<file path="src/hw/gpio_cfg_pkg.sv">
package gpio_cfg_pkg;
    // Frame layout shared by both ends of the serial link.
    localparam int FRAME_BITS = 16;
    localparam int PINS = 8;
    localparam int TOP_BIT = 15;
    localparam int ADDR_MSB = 14;
    localparam int ADDR_LSB = 11;
    localparam int READBACK_BIT = 10;
    localparam int BUSY_EN_BIT = 8;
    localparam int OUT_EN_W = 9;
    localparam int CNT_W = 5;

    // Register addresses carried in the frame.
    localparam logic [3:0] ADDR_OUT_EN = 4'h8;
    localparam logic [3:0] ADDR_OUT_LEVEL = 4'h9;
    localparam logic [3:0] ADDR_IN_SEL = 4'ha;
    localparam logic [3:0] ADDR_OPEN_DRAIN = 4'hc;

    // Reserved bits that the sender forces low, per register.
    localparam logic [15:0] RSV_OUT_EN = 16'h0600;
    localparam logic [15:0] RSV_IN_SEL = 16'h0300;
    localparam logic [15:0] RSV_OTHER = 16'h0700;

    // Reset values of the pin registers.
    localparam logic [8:0] OUT_EN_RESET = 9'h000;
    localparam logic [7:0] PIN_RESET = 8'h00;

    // Controller register map, byte addresses on the AXI4-Lite side.
    localparam int AXI_AW = 4;
    localparam logic [3:0] CMD_OFFSET = 4'h0;
    localparam logic [3:0] STATUS_OFFSET = 4'h4;
    localparam logic [3:0] RX_OFFSET = 4'h8;
    localparam logic [1:0] RESP_OKAY = 2'h0;
    localparam logic [1:0] RESP_SLVERR = 2'h2;

    // Half period of the serial clock in reference clock cycles.
    localparam int SCLK_HALF_CYCLES = 8;
endpackage : gpio_cfg_pkg

</file>
<file path="src/hw/spi_link_if.sv">
`timescale 1ns/10ps
`default_nettype none
interface spi_link_if;
    logic sclk;
    logic sync_n;
    logic mosi;
    logic miso;

    // The controller makes the clock and frame, the pin device answers.
    modport device (
        input sclk,
        input sync_n,
        input mosi,
        output miso
    );
    modport host (
        output sclk,
        output sync_n,
        output mosi,
        input miso
    );
endinterface : spi_link_if
`default_nettype wire

</file>
<file path="src/hw/gpio_cfg_host.sv">
// The implementer's own choice: the AXI4-Lite register port.
`timescale 1ns/10ps
`default_nettype none
module gpio_cfg_host #(
    parameter int SCLK_HALF = gpio_cfg_pkg::SCLK_HALF_CYCLES
) (
    input wire logic ref_clk,
    input wire logic reset,
    spi_link_if.host link,
    input wire logic [3:0] s_axi_awaddr,
    input wire logic s_axi_awvalid,
    output logic s_axi_awready,
    input wire logic [31:0] s_axi_wdata,
    input wire logic [3:0] s_axi_wstrb,
    input wire logic s_axi_wvalid,
    output logic s_axi_wready,
    output logic [1:0] s_axi_bresp,
    output logic s_axi_bvalid,
    input wire logic s_axi_bready,
    input wire logic [3:0] s_axi_araddr,
    input wire logic s_axi_arvalid,
    output logic s_axi_arready,
    output logic [31:0] s_axi_rdata,
    output logic [1:0] s_axi_rresp,
    output logic s_axi_rvalid,
    input wire logic s_axi_rready
);
    typedef enum logic [5:0] {
        IDLE = 6'h01, LEAD = 6'h02, HIGH = 6'h04, LOW = 6'h08, TRAIL = 6'h10, GAP = 6'h20
    } link_state_t;

    link_state_t state;
    logic [15:0] tx;
    logic [15:0] last_cmd;
    logic [15:0] rx;
    logic [15:0] rx_word;
    logic [15:0] next_cmd;
    logic [15:0] div;
    logic [gpio_cfg_pkg::CNT_W-1:0] bits;
    logic busy;
    logic aw_held;
    logic w_held;
    logic [3:0] aw_addr;
    logic [31:0] w_data;
    logic [3:0] w_strb;
    logic miso_a, miso_b, miso_c, miso_f;
    logic half_done;
    logic start;

    // Top bit cleared and reserved bits zeroed before anything is sent.
    always_comb begin
        next_cmd = w_data[15:0];
        next_cmd[gpio_cfg_pkg::TOP_BIT] = 1'b0;
        case (next_cmd[gpio_cfg_pkg::ADDR_MSB:gpio_cfg_pkg::ADDR_LSB])
            gpio_cfg_pkg::ADDR_OUT_EN: next_cmd = next_cmd & ~gpio_cfg_pkg::RSV_OUT_EN;
            gpio_cfg_pkg::ADDR_IN_SEL: next_cmd = next_cmd & ~gpio_cfg_pkg::RSV_IN_SEL;
            default: next_cmd = next_cmd & ~gpio_cfg_pkg::RSV_OTHER;
        endcase
    end

    assign start = aw_held && w_held && !s_axi_bvalid && !busy
        && aw_addr == gpio_cfg_pkg::CMD_OFFSET && w_strb[1:0] == 2'h3;
    assign half_done = div == 16'(SCLK_HALF - 1);

    // Write address and data are taken independently; the answer waits for both.
    always_ff @(posedge ref_clk) begin
        if (reset) begin
            aw_held <= 1'b0;
            w_held <= 1'b0;
            s_axi_awready <= 1'b1;
            s_axi_wready <= 1'b1;
            s_axi_bvalid <= 1'b0;
            s_axi_bresp <= gpio_cfg_pkg::RESP_OKAY;
            aw_addr <= 4'h0;
            w_data <= 32'h0;
            w_strb <= 4'h0;
        end else begin
            if (s_axi_awvalid && s_axi_awready) begin
                aw_held <= 1'b1;
                aw_addr <= s_axi_awaddr;
                s_axi_awready <= 1'b0;
            end
            if (s_axi_wvalid && s_axi_wready) begin
                w_held <= 1'b1;
                w_data <= s_axi_wdata;
                w_strb <= s_axi_wstrb;
                s_axi_wready <= 1'b0;
            end
            if (aw_held && w_held && !s_axi_bvalid) begin
                s_axi_bvalid <= 1'b1;
                if (aw_addr == gpio_cfg_pkg::CMD_OFFSET || aw_addr == gpio_cfg_pkg::STATUS_OFFSET
                    || aw_addr == gpio_cfg_pkg::RX_OFFSET) begin
                    s_axi_bresp <= gpio_cfg_pkg::RESP_OKAY;
                end else begin
                    s_axi_bresp <= gpio_cfg_pkg::RESP_SLVERR;
                end
            end
            if (s_axi_bvalid && s_axi_bready) begin
                s_axi_bvalid <= 1'b0;
                aw_held <= 1'b0;
                w_held <= 1'b0;
                s_axi_awready <= 1'b1;
                s_axi_wready <= 1'b1;
            end
        end
    end

    // Reads answer one cycle after the address is taken.
    always_ff @(posedge ref_clk) begin
        if (reset) begin
            s_axi_arready <= 1'b1;
            s_axi_rvalid <= 1'b0;
            s_axi_rdata <= 32'h0;
            s_axi_rresp <= gpio_cfg_pkg::RESP_OKAY;
        end else if (s_axi_arvalid && s_axi_arready) begin
            s_axi_arready <= 1'b0;
            s_axi_rvalid <= 1'b1;
            s_axi_rresp <= gpio_cfg_pkg::RESP_OKAY;
            case (s_axi_araddr)
                gpio_cfg_pkg::CMD_OFFSET: s_axi_rdata <= {16'h0, last_cmd};
                gpio_cfg_pkg::STATUS_OFFSET: s_axi_rdata <= {31'h0, busy};
                gpio_cfg_pkg::RX_OFFSET: s_axi_rdata <= {16'h0, rx_word};
                default: begin
                    s_axi_rdata <= 32'h0;
                    s_axi_rresp <= gpio_cfg_pkg::RESP_SLVERR;
                end
            endcase
        end else if (s_axi_rvalid && s_axi_rready) begin
            s_axi_rvalid <= 1'b0;
            s_axi_arready <= 1'b1;
        end
    end

    // The shifter empties as it sends, so the last command is kept apart for readback.
    always_ff @(posedge ref_clk) begin
        if (reset) begin
            last_cmd <= 16'h0;
        end else if (state == IDLE && start) begin
            last_cmd <= next_cmd;
        end
    end

    // Returned data is a pin from the far end, so it is filtered before use.
    always_ff @(posedge ref_clk) begin
        if (reset) begin
            miso_a <= 1'b0;
            miso_b <= 1'b0;
            miso_c <= 1'b0;
            miso_f <= 1'b0;
        end else begin
            miso_a <= link.miso;
            miso_b <= miso_a;
            miso_c <= miso_b;
            if (miso_b == miso_c) begin
                miso_f <= miso_c;
            end
        end
    end

    // Frame engine: data changes after the rising edge, both ends sample at the falling one.
    always_ff @(posedge ref_clk) begin
        if (reset) begin
            state <= IDLE;
            link.sclk <= 1'b1;
            link.sync_n <= 1'b1;
            link.mosi <= 1'b0;
            tx <= 16'h0;
            rx <= 16'h0;
            rx_word <= 16'h0;
            div <= 16'h0;
            bits <= '0;
            busy <= 1'b0;
        end else begin
            div <= half_done ? 16'h0 : div + 16'h1;
            case (state)
                IDLE: begin
                    div <= 16'h0;
                    if (start) begin
                        busy <= 1'b1;
                        tx <= next_cmd;
                        link.sync_n <= 1'b0;
                        link.mosi <= next_cmd[gpio_cfg_pkg::TOP_BIT];
                        bits <= '0;
                        state <= LEAD;
                    end
                end
                LEAD: if (half_done) state <= HIGH;
                HIGH: if (half_done) begin
                    link.sclk <= 1'b0;
                    rx <= {rx[14:0], miso_f};
                    state <= LOW;
                end
                LOW: if (half_done) begin
                    link.sclk <= 1'b1;
                    if (bits == gpio_cfg_pkg::CNT_W'(gpio_cfg_pkg::FRAME_BITS - 1)) begin
                        state <= TRAIL;
                    end else begin
                        bits <= bits + 1'b1;
                        tx <= {tx[14:0], 1'b0};
                        link.mosi <= tx[14];
                        state <= HIGH;
                    end
                end
                TRAIL: if (half_done) begin
                    link.sync_n <= 1'b1;
                    rx_word <= rx;
                    state <= GAP;
                end
                GAP: if (half_done) begin
                    busy <= 1'b0;
                    state <= IDLE;
                end
                default: state <= IDLE;
            endcase
        end
    end
endmodule : gpio_cfg_host
`default_nettype wire

</file>
<file path="src/flat_wrapper.sv">
// flat-port wrapper written by rule: the top's interface ports become plain ports
module gpio_cfg_host_flat 
#(
    parameter int SCLK_HALF = gpio_cfg_pkg::SCLK_HALF_CYCLES
)
  (ref_clk, reset, s_axi_awaddr, s_axi_awvalid, s_axi_awready, s_axi_wdata, s_axi_wstrb, s_axi_wvalid, s_axi_wready, s_axi_bresp, s_axi_bvalid, s_axi_bready, s_axi_araddr, s_axi_arvalid, s_axi_arready, s_axi_rdata, s_axi_rresp, s_axi_rvalid, s_axi_rready, link_sclk, link_sync_n, link_mosi, link_miso);
  spi_link_if link_i ();
  input wire logic ref_clk;
  input wire logic reset;
  input wire logic [3:0] s_axi_awaddr;
  input wire logic s_axi_awvalid;
  output logic s_axi_awready;
  input wire logic [31:0] s_axi_wdata;
  input wire logic [3:0] s_axi_wstrb;
  input wire logic s_axi_wvalid;
  output logic s_axi_wready;
  output logic [1:0] s_axi_bresp;
  output logic s_axi_bvalid;
  input wire logic s_axi_bready;
  input wire logic [3:0] s_axi_araddr;
  input wire logic s_axi_arvalid;
  output logic s_axi_arready;
  output logic [31:0] s_axi_rdata;
  output logic [1:0] s_axi_rresp;
  output logic s_axi_rvalid;
  input wire logic s_axi_rready;
  output wire logic [$bits(link_i.sclk)-1:0] link_sclk;
  output wire logic [$bits(link_i.sync_n)-1:0] link_sync_n;
  output wire logic [$bits(link_i.mosi)-1:0] link_mosi;
  input wire logic [$bits(link_i.miso)-1:0] link_miso;
  assign link_sclk = link_i.sclk;
  assign link_sync_n = link_i.sync_n;
  assign link_mosi = link_i.mosi;
  assign link_i.miso = link_miso;
  gpio_cfg_host #(.SCLK_HALF(SCLK_HALF)) u_core (.ref_clk(ref_clk), .reset(reset), .link(link_i), .s_axi_awaddr(s_axi_awaddr), .s_axi_awvalid(s_axi_awvalid), .s_axi_awready(s_axi_awready), .s_axi_wdata(s_axi_wdata), .s_axi_wstrb(s_axi_wstrb), .s_axi_wvalid(s_axi_wvalid), .s_axi_wready(s_axi_wready), .s_axi_bresp(s_axi_bresp), .s_axi_bvalid(s_axi_bvalid), .s_axi_bready(s_axi_bready), .s_axi_araddr(s_axi_araddr), .s_axi_arvalid(s_axi_arvalid), .s_axi_arready(s_axi_arready), .s_axi_rdata(s_axi_rdata), .s_axi_rresp(s_axi_rresp), .s_axi_rvalid(s_axi_rvalid), .s_axi_rready(s_axi_rready));
endmodule
</file>
<file path="config.mk">
export PLATFORM = sky130hd
export DESIGN_NAME = gpio_cfg_host_flat
export DESIGN_NICKNAME = d
export VERILOG_FILES = /design/src/hw/gpio_cfg_pkg.sv /design/src/hw/spi_link_if.sv /design/src/hw/gpio_cfg_host.sv /design/src/flat_wrapper.sv
export SDC_FILE = /design/constraint.sdc
export NUM_CORES = 1
export LEC_CHECK = 0
export BUFFER_PORTS_ARGS = -buffer_cell sky130_fd_sc_hd__buf_2
export CAP_MARGIN = 20
export CELL_PAD_IN_SITES_DETAIL_PLACEMENT = 0
export CELL_PAD_IN_SITES_GLOBAL_PLACEMENT = 1
export CORE_ASPECT_RATIO = 1.25
export CORE_MARGIN = 5
export CORE_UTILIZATION = 46
export CTS_BUF_LIST = sky130_fd_sc_hd__clkbuf_8 sky130_fd_sc_hd__clkbuf_16
export DETAILED_ROUTE_END_ITERATION = 10
export PLACE_DENSITY = 0.82
export SYNTH_ARGS = -nofsm -noshare
export SYNTH_HDL_FRONTEND = slang
export SYNTH_SLANG_ARGS = --single-unit
export TNS_END_PERCENT = 20
</file>
<file path="constraint.sdc">
create_clock -name ref_clk -period 5 [get_ports ref_clk]
set_input_delay 0.25 -clock ref_clk [delete_from_list [all_inputs] [get_ports ref_clk]]
set_output_delay 0.25 -clock ref_clk [all_outputs]
set_load 0.02 [all_outputs]
</file>
# Word level (Yosys, flattened, before mapping)
# Index checks and enable logic that the tools add are counted.
op_classes:
  addsub: 2
  eq_ne: 23
  reduce_logical: 32
  muxes: 35
ops:
  columns: ["op", "count"]
  rows:
  - ["16-bit one-hot mux with 3 select lines", 1]
  - ["15-bit two-way mux", 3]
  - ["6-bit two-way mux", 6]
  - ["6-bit one-hot mux with 6 select lines", 1]
  - ["15-bit one-hot mux with 2 select lines", 1]
  - ["11-bit one-hot mux with 2 select lines", 1]
  - ["5-bit two-way mux", 4]
  - ["16-bit by 1-bit adder with 16-bit output (second input constant)", 1]
  - ["16-bit by 3-bit equality test with 1-bit output (second input constant)", 1]
  - ["4-bit equality test (second input constant)", 4]
  - ["2-bit by 1-bit != test with 1-bit output (second input constant)", 6]
  - ["1-bit logical AND", 11]
  - ["1-bit two-way mux", 11]
  - ["5-bit one-hot mux with 2 select lines", 1]
  - ["2-bit nonzero test", 5]
  - ["3-bit AND reduction", 3]
  - ["4-bit by 3-bit equality test with 1-bit output (second input constant)", 2]
  - ["4-bit logical NOT", 2]
  - ["1-bit one-hot mux with 2 select lines", 4]
  - ["6-bit by 1-bit equality test with 1-bit output (second input constant)", 1]
  - ["6-bit by 2-bit equality test with 1-bit output (second input constant)", 1]
  - ["6-bit by 3-bit equality test with 1-bit output (second input constant)", 1]
  - ["6-bit by 4-bit equality test with 1-bit output (second input constant)", 1]
  - ["6-bit by 5-bit equality test with 1-bit output (second input constant)", 1]
  - ["14 further kinds", 19]
word_totals:
  in_bits: 52
  reg_bits: 161
  out_inout_bits: 44
  word_cells: 120

# Longest topological paths before layout
depth:
  word_depth: 7
  depth_mapped: 10
  mapped_depth_nobuf: 8

# Worst setup path after synthesis
# OpenSTA, ideal clock, no wires.
synth_path:
  path_kind: "register -> register"
  start: "register u_core.bits[0] (netlist name)"
  end: "register u_core.tx[10]"
  setup_slack_ns: 3.094
  required_ns: 4.920
  period_less_slack_ns: 1.906
  path_stages_with_launch: 11
  setup_ns: 0.080
  arrival_time_ns: 1.827
  path_buffers: 2
  cell_sequence: "dfxtp_1 > ha_1 > and3_1 > ha_1 > inv_1 > nand4_1 > a2bb2o_4 > buf_4 > buf_6 > nor2_1 > a211oi_2"
synth_between:
  elab_chain_len: 3
synth_rtl:
  columns: ["item", "line_no", "source"]
  rows:
  - ["from (decl)", "gpio_cfg_host.sv:39", "logic [gpio_cfg_pkg::CNT_W-1:0] bits;"]
  - ["from (signal assigned)", "gpio_cfg_host.sv:198", "bits <= bits + 1'b1;"]
  - ["5-bit by 4-bit equality test with 1-bit output", "gpio_cfg_host.sv:195", "if (bits == gpio_cfg_pkg::CNT_W'(gpio_cfg_pkg::FRAME_BITS - 1)) begin"]
  - ["2-bit != test (no line)", null, null]
  - ["4-bit AND reduction (no line)", null, null]
  - ["to (signal assigned)", "gpio_cfg_host.sv:180", "tx <= next_cmd;"]
  - ["to (signal assigned)", "gpio_cfg_host.sv:199", "tx <= {tx[14:0], 1'b0};"]
  - ["to (decl)", "gpio_cfg_host.sv:33", "logic [15:0] tx;"]
# No other way between the ends.
# A chain may end at the register's enable or synchronous reset.

# Worst setup path in the final report
layout_path:
  start: "register u_core.div[0]"
  end: "register u_core.rx_word[2]"
layout_between:
  elab_chain_len: 2
layout_rtl:
  columns: ["item", "line_no", "source"]
  rows:
  - ["from (decl)", "gpio_cfg_host.sv:38", "logic [15:0] div;"]
  - ["from (signal assigned)", "gpio_cfg_host.sv:174", "div <= half_done ? 16'h0 : div + 16'h1;"]
  - ["16-bit by 3-bit equality test with 1-bit output", "gpio_cfg_host.sv:63", "assign half_done = div == 16'(SCLK_HALF - 1);"]
  - ["2-bit AND reduction (no line)", null, null]
  - ["to (signal assigned)", "gpio_cfg_host.sv:206", "rx_word <= rx;"]
  - ["to (decl)", "gpio_cfg_host.sv:36", "logic [15:0] rx_word;"]
# No other way between the ends.

==> summary.md <==
| Metric | Value |
|---|---|
| CP Data Required Time | `5.27 ns` |
| Routed metal-1 wirelength | `5.484 mm` |
| Vias in the first global route | `4,346` |
| Routed wl met2 | `around 5.7 mm` |
| Synth-to-Final Area Change | `14.41%` |
| Worst reg2reg path depth | `6` |
| Period utilisation layout | `0.4943` |
| CTS tree | `yes` |
| Rel. slew slack | `0.2702` |
| Worst-path clk slew | `about 0.060 ns` |
| CP Capture Type | `flop` |
| Global placement routability congestion | `between 0.7 and 0.8` |
| Post-CTS setup buffers | `0` |
| Met3 routed WL | `512 um` |
| Status | `completed` |
| Worst R2R Start | `u_core.div[0]$_SDFF_PP0_` |
| Total core area | `roughly 13,000 um^2` |
| Clk Latency, worst-skew pair | `roughly 0.42 ns` |
| Static leakage | `about 0.0026 uW` |
| CTS max path bufs | `2` |
| N_diodes | `0` |
| Fraction of registers with async set/reset | `0` |
| FF-to-FF setup slack | `about 2.5 ns` |
| CP startpoint kind | `flop` |
| Hold endpoint | `u_core.s_axi_wready$_SDFFE_PP1P_` |
| Vias post-DR | `4,413` |
| Remaining antenna violation count | `0` |
| Sink Count | `141` |
| Die height | `between 100 and 150 um` |
| Fmax | `404.6 MHz` |
| Chip width | `roughly 110 um` |
| Syn Inst Count | `645` |
| # IOs | `96` |
| Gr usage total | `0.1637` |
| Gr ovfl total | `0` |
| Post-route setup TNS | `0 ns` |
| Clock share of power | `0.504` |
| Routed wire per std cell | `13.81 um` |
| Hold Crit Class | `in2reg` |
| CP max FO | `17` |
| Share of the synthesized area in the top cell type | `0.4809` |
| Post-synth top area cell | `dfxtp_1` |
| Root buffer cell | `clkbuf_16` |
| Comb power frac | `0.038` |
| Largest net degree at the start of global routing | `86` |
| Final Max Tran Viols | `0` |
| Vias per cell | `between 5 and 6` |
| Place WS | `about 2.5 ns` |
| DRT Pass-1 Iters | `5` |
| Peak VDD IR | `206.9 uV` |
| Reg power frac | `0.458` |
| Post-synthesis sequential area ratio | `0.4809` |
| Critical path arrival | `between 2 and 3 ns` |
| Ranking of synthesized cells by area | `dfxtp_1 48%, mux2i_1 10%, nor2_1 7.5%, a21oi_1 4.5%, nand2_1 3.8%` |
| Hold-fix buffers at CTS | `0` |
| Worst Skew | `~0.0085 ns` |
| EDFF count, synth | `0` |
| Drt drc | `0` |
| Max Cap Viol | `0` |
| RSZ-0062 raised after global routing | `no` |
| Hold Crit Start | `s_axi_wvalid` |
| Critical setup path kind | `reg2reg` |
| First-pass GRT wire length | `20.15 mm` |
| Final setup viols | `0` |
| PD cells | `about 370 nW/um^2` |
| YS warnings | `0` |
| Min cycle time layout | `2.472 ns` |
| WHS Path Cells | `2` |
| WL final | `about 12 mm` |
| Unique masters post-synth | `between 50 and 60` |
| Cell area after synthesis | `between 5000 and 6000 um^2` |
| Top layer in use | `met4` |
| Post-cts sizing count | `0` |
| Sw frac | `0.2192` |
| Num CTS Buffers | `17` |
| Fin. Hold Viols | `0` |
| Net Switching | `roughly 550 uW` |
| Final worst slack | `2.528 ns` |
| Fin nets | `739` |
| Drt initial violations | `110` |
| Syn_area_per_cell | `between 9 and 10 um^2` |
| Capturing point of the worst reg2reg path | `u_core.rx_word[2]$_SDFFE_PP0P_` |
| Share of layout cells above drive strength 1 | `0.1593` |
| CTS H-tree depth | `4` |
| Int Pwr | `just under 2000 uW` |
| Initial Utilization | `0.4657` |
| Top_reg_cell synth | `dfxtp_1` |
| Worst Tran Pin Value | `~1.1 ns` |
| Die Footprint | `15,130 um^2` |
| Site Rows | `46` |
| DP Wirelength | `~8.3 mm` |
| Number of synthesized register bits | `between 100 and 150` |
| Initial antenna violation count | `0` |
| Port Buffers | `57` |
power groups by stage:
stage | combinational (uW) | clock, uW | sequential [uW]
global placement | 94.4 | 0 | 1180
detailed placement | 95.7 | 0 | 1180
CTS | 95.9 | 1300 | 1150
global route | 106 | 1350 | 1150
floorplan | 71.1 | 0 | 1180
finish | 95.1 | 1270 | 1150
area by class of cell:
| cell class | count | area [um^2] |
|---|---|---|
| Fill cell | 1189 | 5889 |
| Sequential cell | 141 | 2823 |
| Clock inverter | 14 | 171.4 |
| Inverter | 9 | 33.78 |
| Clock buffer | 18 | 439.2 |
| Timing Repair Buffer | 60 | 310.3 |
| Multi-Input combinational cell | 455 | 2728 |
| Tap cell | 168 | 210.2 |
cell usage after synthesis, types with 3 or more instances:
cell type / n
nor4_1: 4
xnor2_1: 6
inv_1: 8
buf_4: 21
and4_1: 3
o21ai_0: 8
ha_1: 3
a21oi_1: 53
nor3_1: 4
and3_1: 3
clkbuf_1: 19
and2_1: 5
a211oi_2: 7
nor2b_1: 5
nor2_1: 118
a22oi_1: 17
a211oi_1: 7
buf_2: 9
xor2_1: 10
mux2i_1: 59
nand2_1: 59
buf_6: 6
dfxtp_1: 141
or3_1: 3
nand3_1: 21
nand4_1: 4
metrics by stage:
step | utilization | instance area (um^2) | hold WS [ns] | cells | power [uW]
2_1_floorplan | - | 5933 | 0.3504 | 662 | 1250
3_3_place_gp | 0.4843 | 6105 | 0.4278 | 833 | 1271
3_5_place_dp | 0.4843 | 6105 | 0.4429 | 833 | 1273
4_1_cts | 0.5328 | 6715 | 0.02550 | 865 | 2550
5_1_grt | 0.5328 | 6715 | 0.04179 | 865 | 2607
6_report | 0.5328 | 6715 | 0.04069 | 865 | 2517
how the worst max path moves through the flow:
stage	start	end	slack, ns
after global routing	u_core.div[0]$_SDFF_PP0_	u_core.rx_word[7]$_SDFFE_PP0P_	2.34
after CTS	u_core.div[0]$_SDFF_PP0_	u_core.rx_word[2]$_SDFFE_PP0P_	2.52
after detailed placement	u_core.div[0]$_SDFF_PP0_	u_core.rx_word[6]$_SDFFE_PP0P_	2.52
final	u_core.div[0]$_SDFF_PP0_	u_core.rx_word[2]$_SDFFE_PP0P_	2.53
after floorplan	u_core.bits[0]$_SDFFE_PP0P_	u_core.tx[10]$_SDFFE_PP0P_	3.09
after global placement	u_core.div[0]$_SDFF_PP0_	u_core.rx_word[3]$_SDFFE_PP0P_	2.57
cells in the final DEF, fill, tap and decap left out, types with 17 or more instances in the layout:
cell type  count
a21oi_1       53
nand3_1       21
conb_1        18
nor2_1       118
dfxtp_1      141
nand2_1       59
mux2i_1       59
buf_2         56
a22oi_1       17
clkbuf_16     17
cells by family (layout without fill, tap and decap cells):
kind of cell / Yosys count / in the layout / share of synthesized area
simple gates: 250 / 250 / 0.1985
flops: 141 / 141 / 0.4809
compound gates: 109 / 109 / 0.1239
buf+inv: 66 / 101 / 0.06523
mux: 59 / 59 / 0.1006
xor+xnor: 16 / 16 / 0.02387
fa+ha+maj: 3 / 3 / 0.006396
other cells: 1 / 18 / 0.0006389
state kept, by name, summed over array words and instances (netlist names), 5 cells and up:
signal,cells
u_core.last_cmd,14
u_core.w_data,14
u_core.state,6
u_core.rx,16
u_core.div,16
u_core.s_axi_rdata,16
u_core.rx_word,16
u_core.bits,5
u_core.tx,15
per-layer routing:
| layer | track usage | vias to the layer above |
|---|---|---|
| met5 | 0 | - |
| met3 | 0.04853 | 21 |
| met2 | 0.2824 | 87 |
| met4 | 0.06694 | 0 |
| met1 | 0.1913 | 2038 |
| li1 | - | 2267 |
worst max-delay path, cell delays in order (launching register included):
cell	delay, ns
dfxtp_1	0.35
ha_1	0.23
and4bb_2	0.27
and4_4	0.26
and2_1	0.86
mux2i_1	0.29
nor2_1	0.05
(Power assumes the default switching activity.)
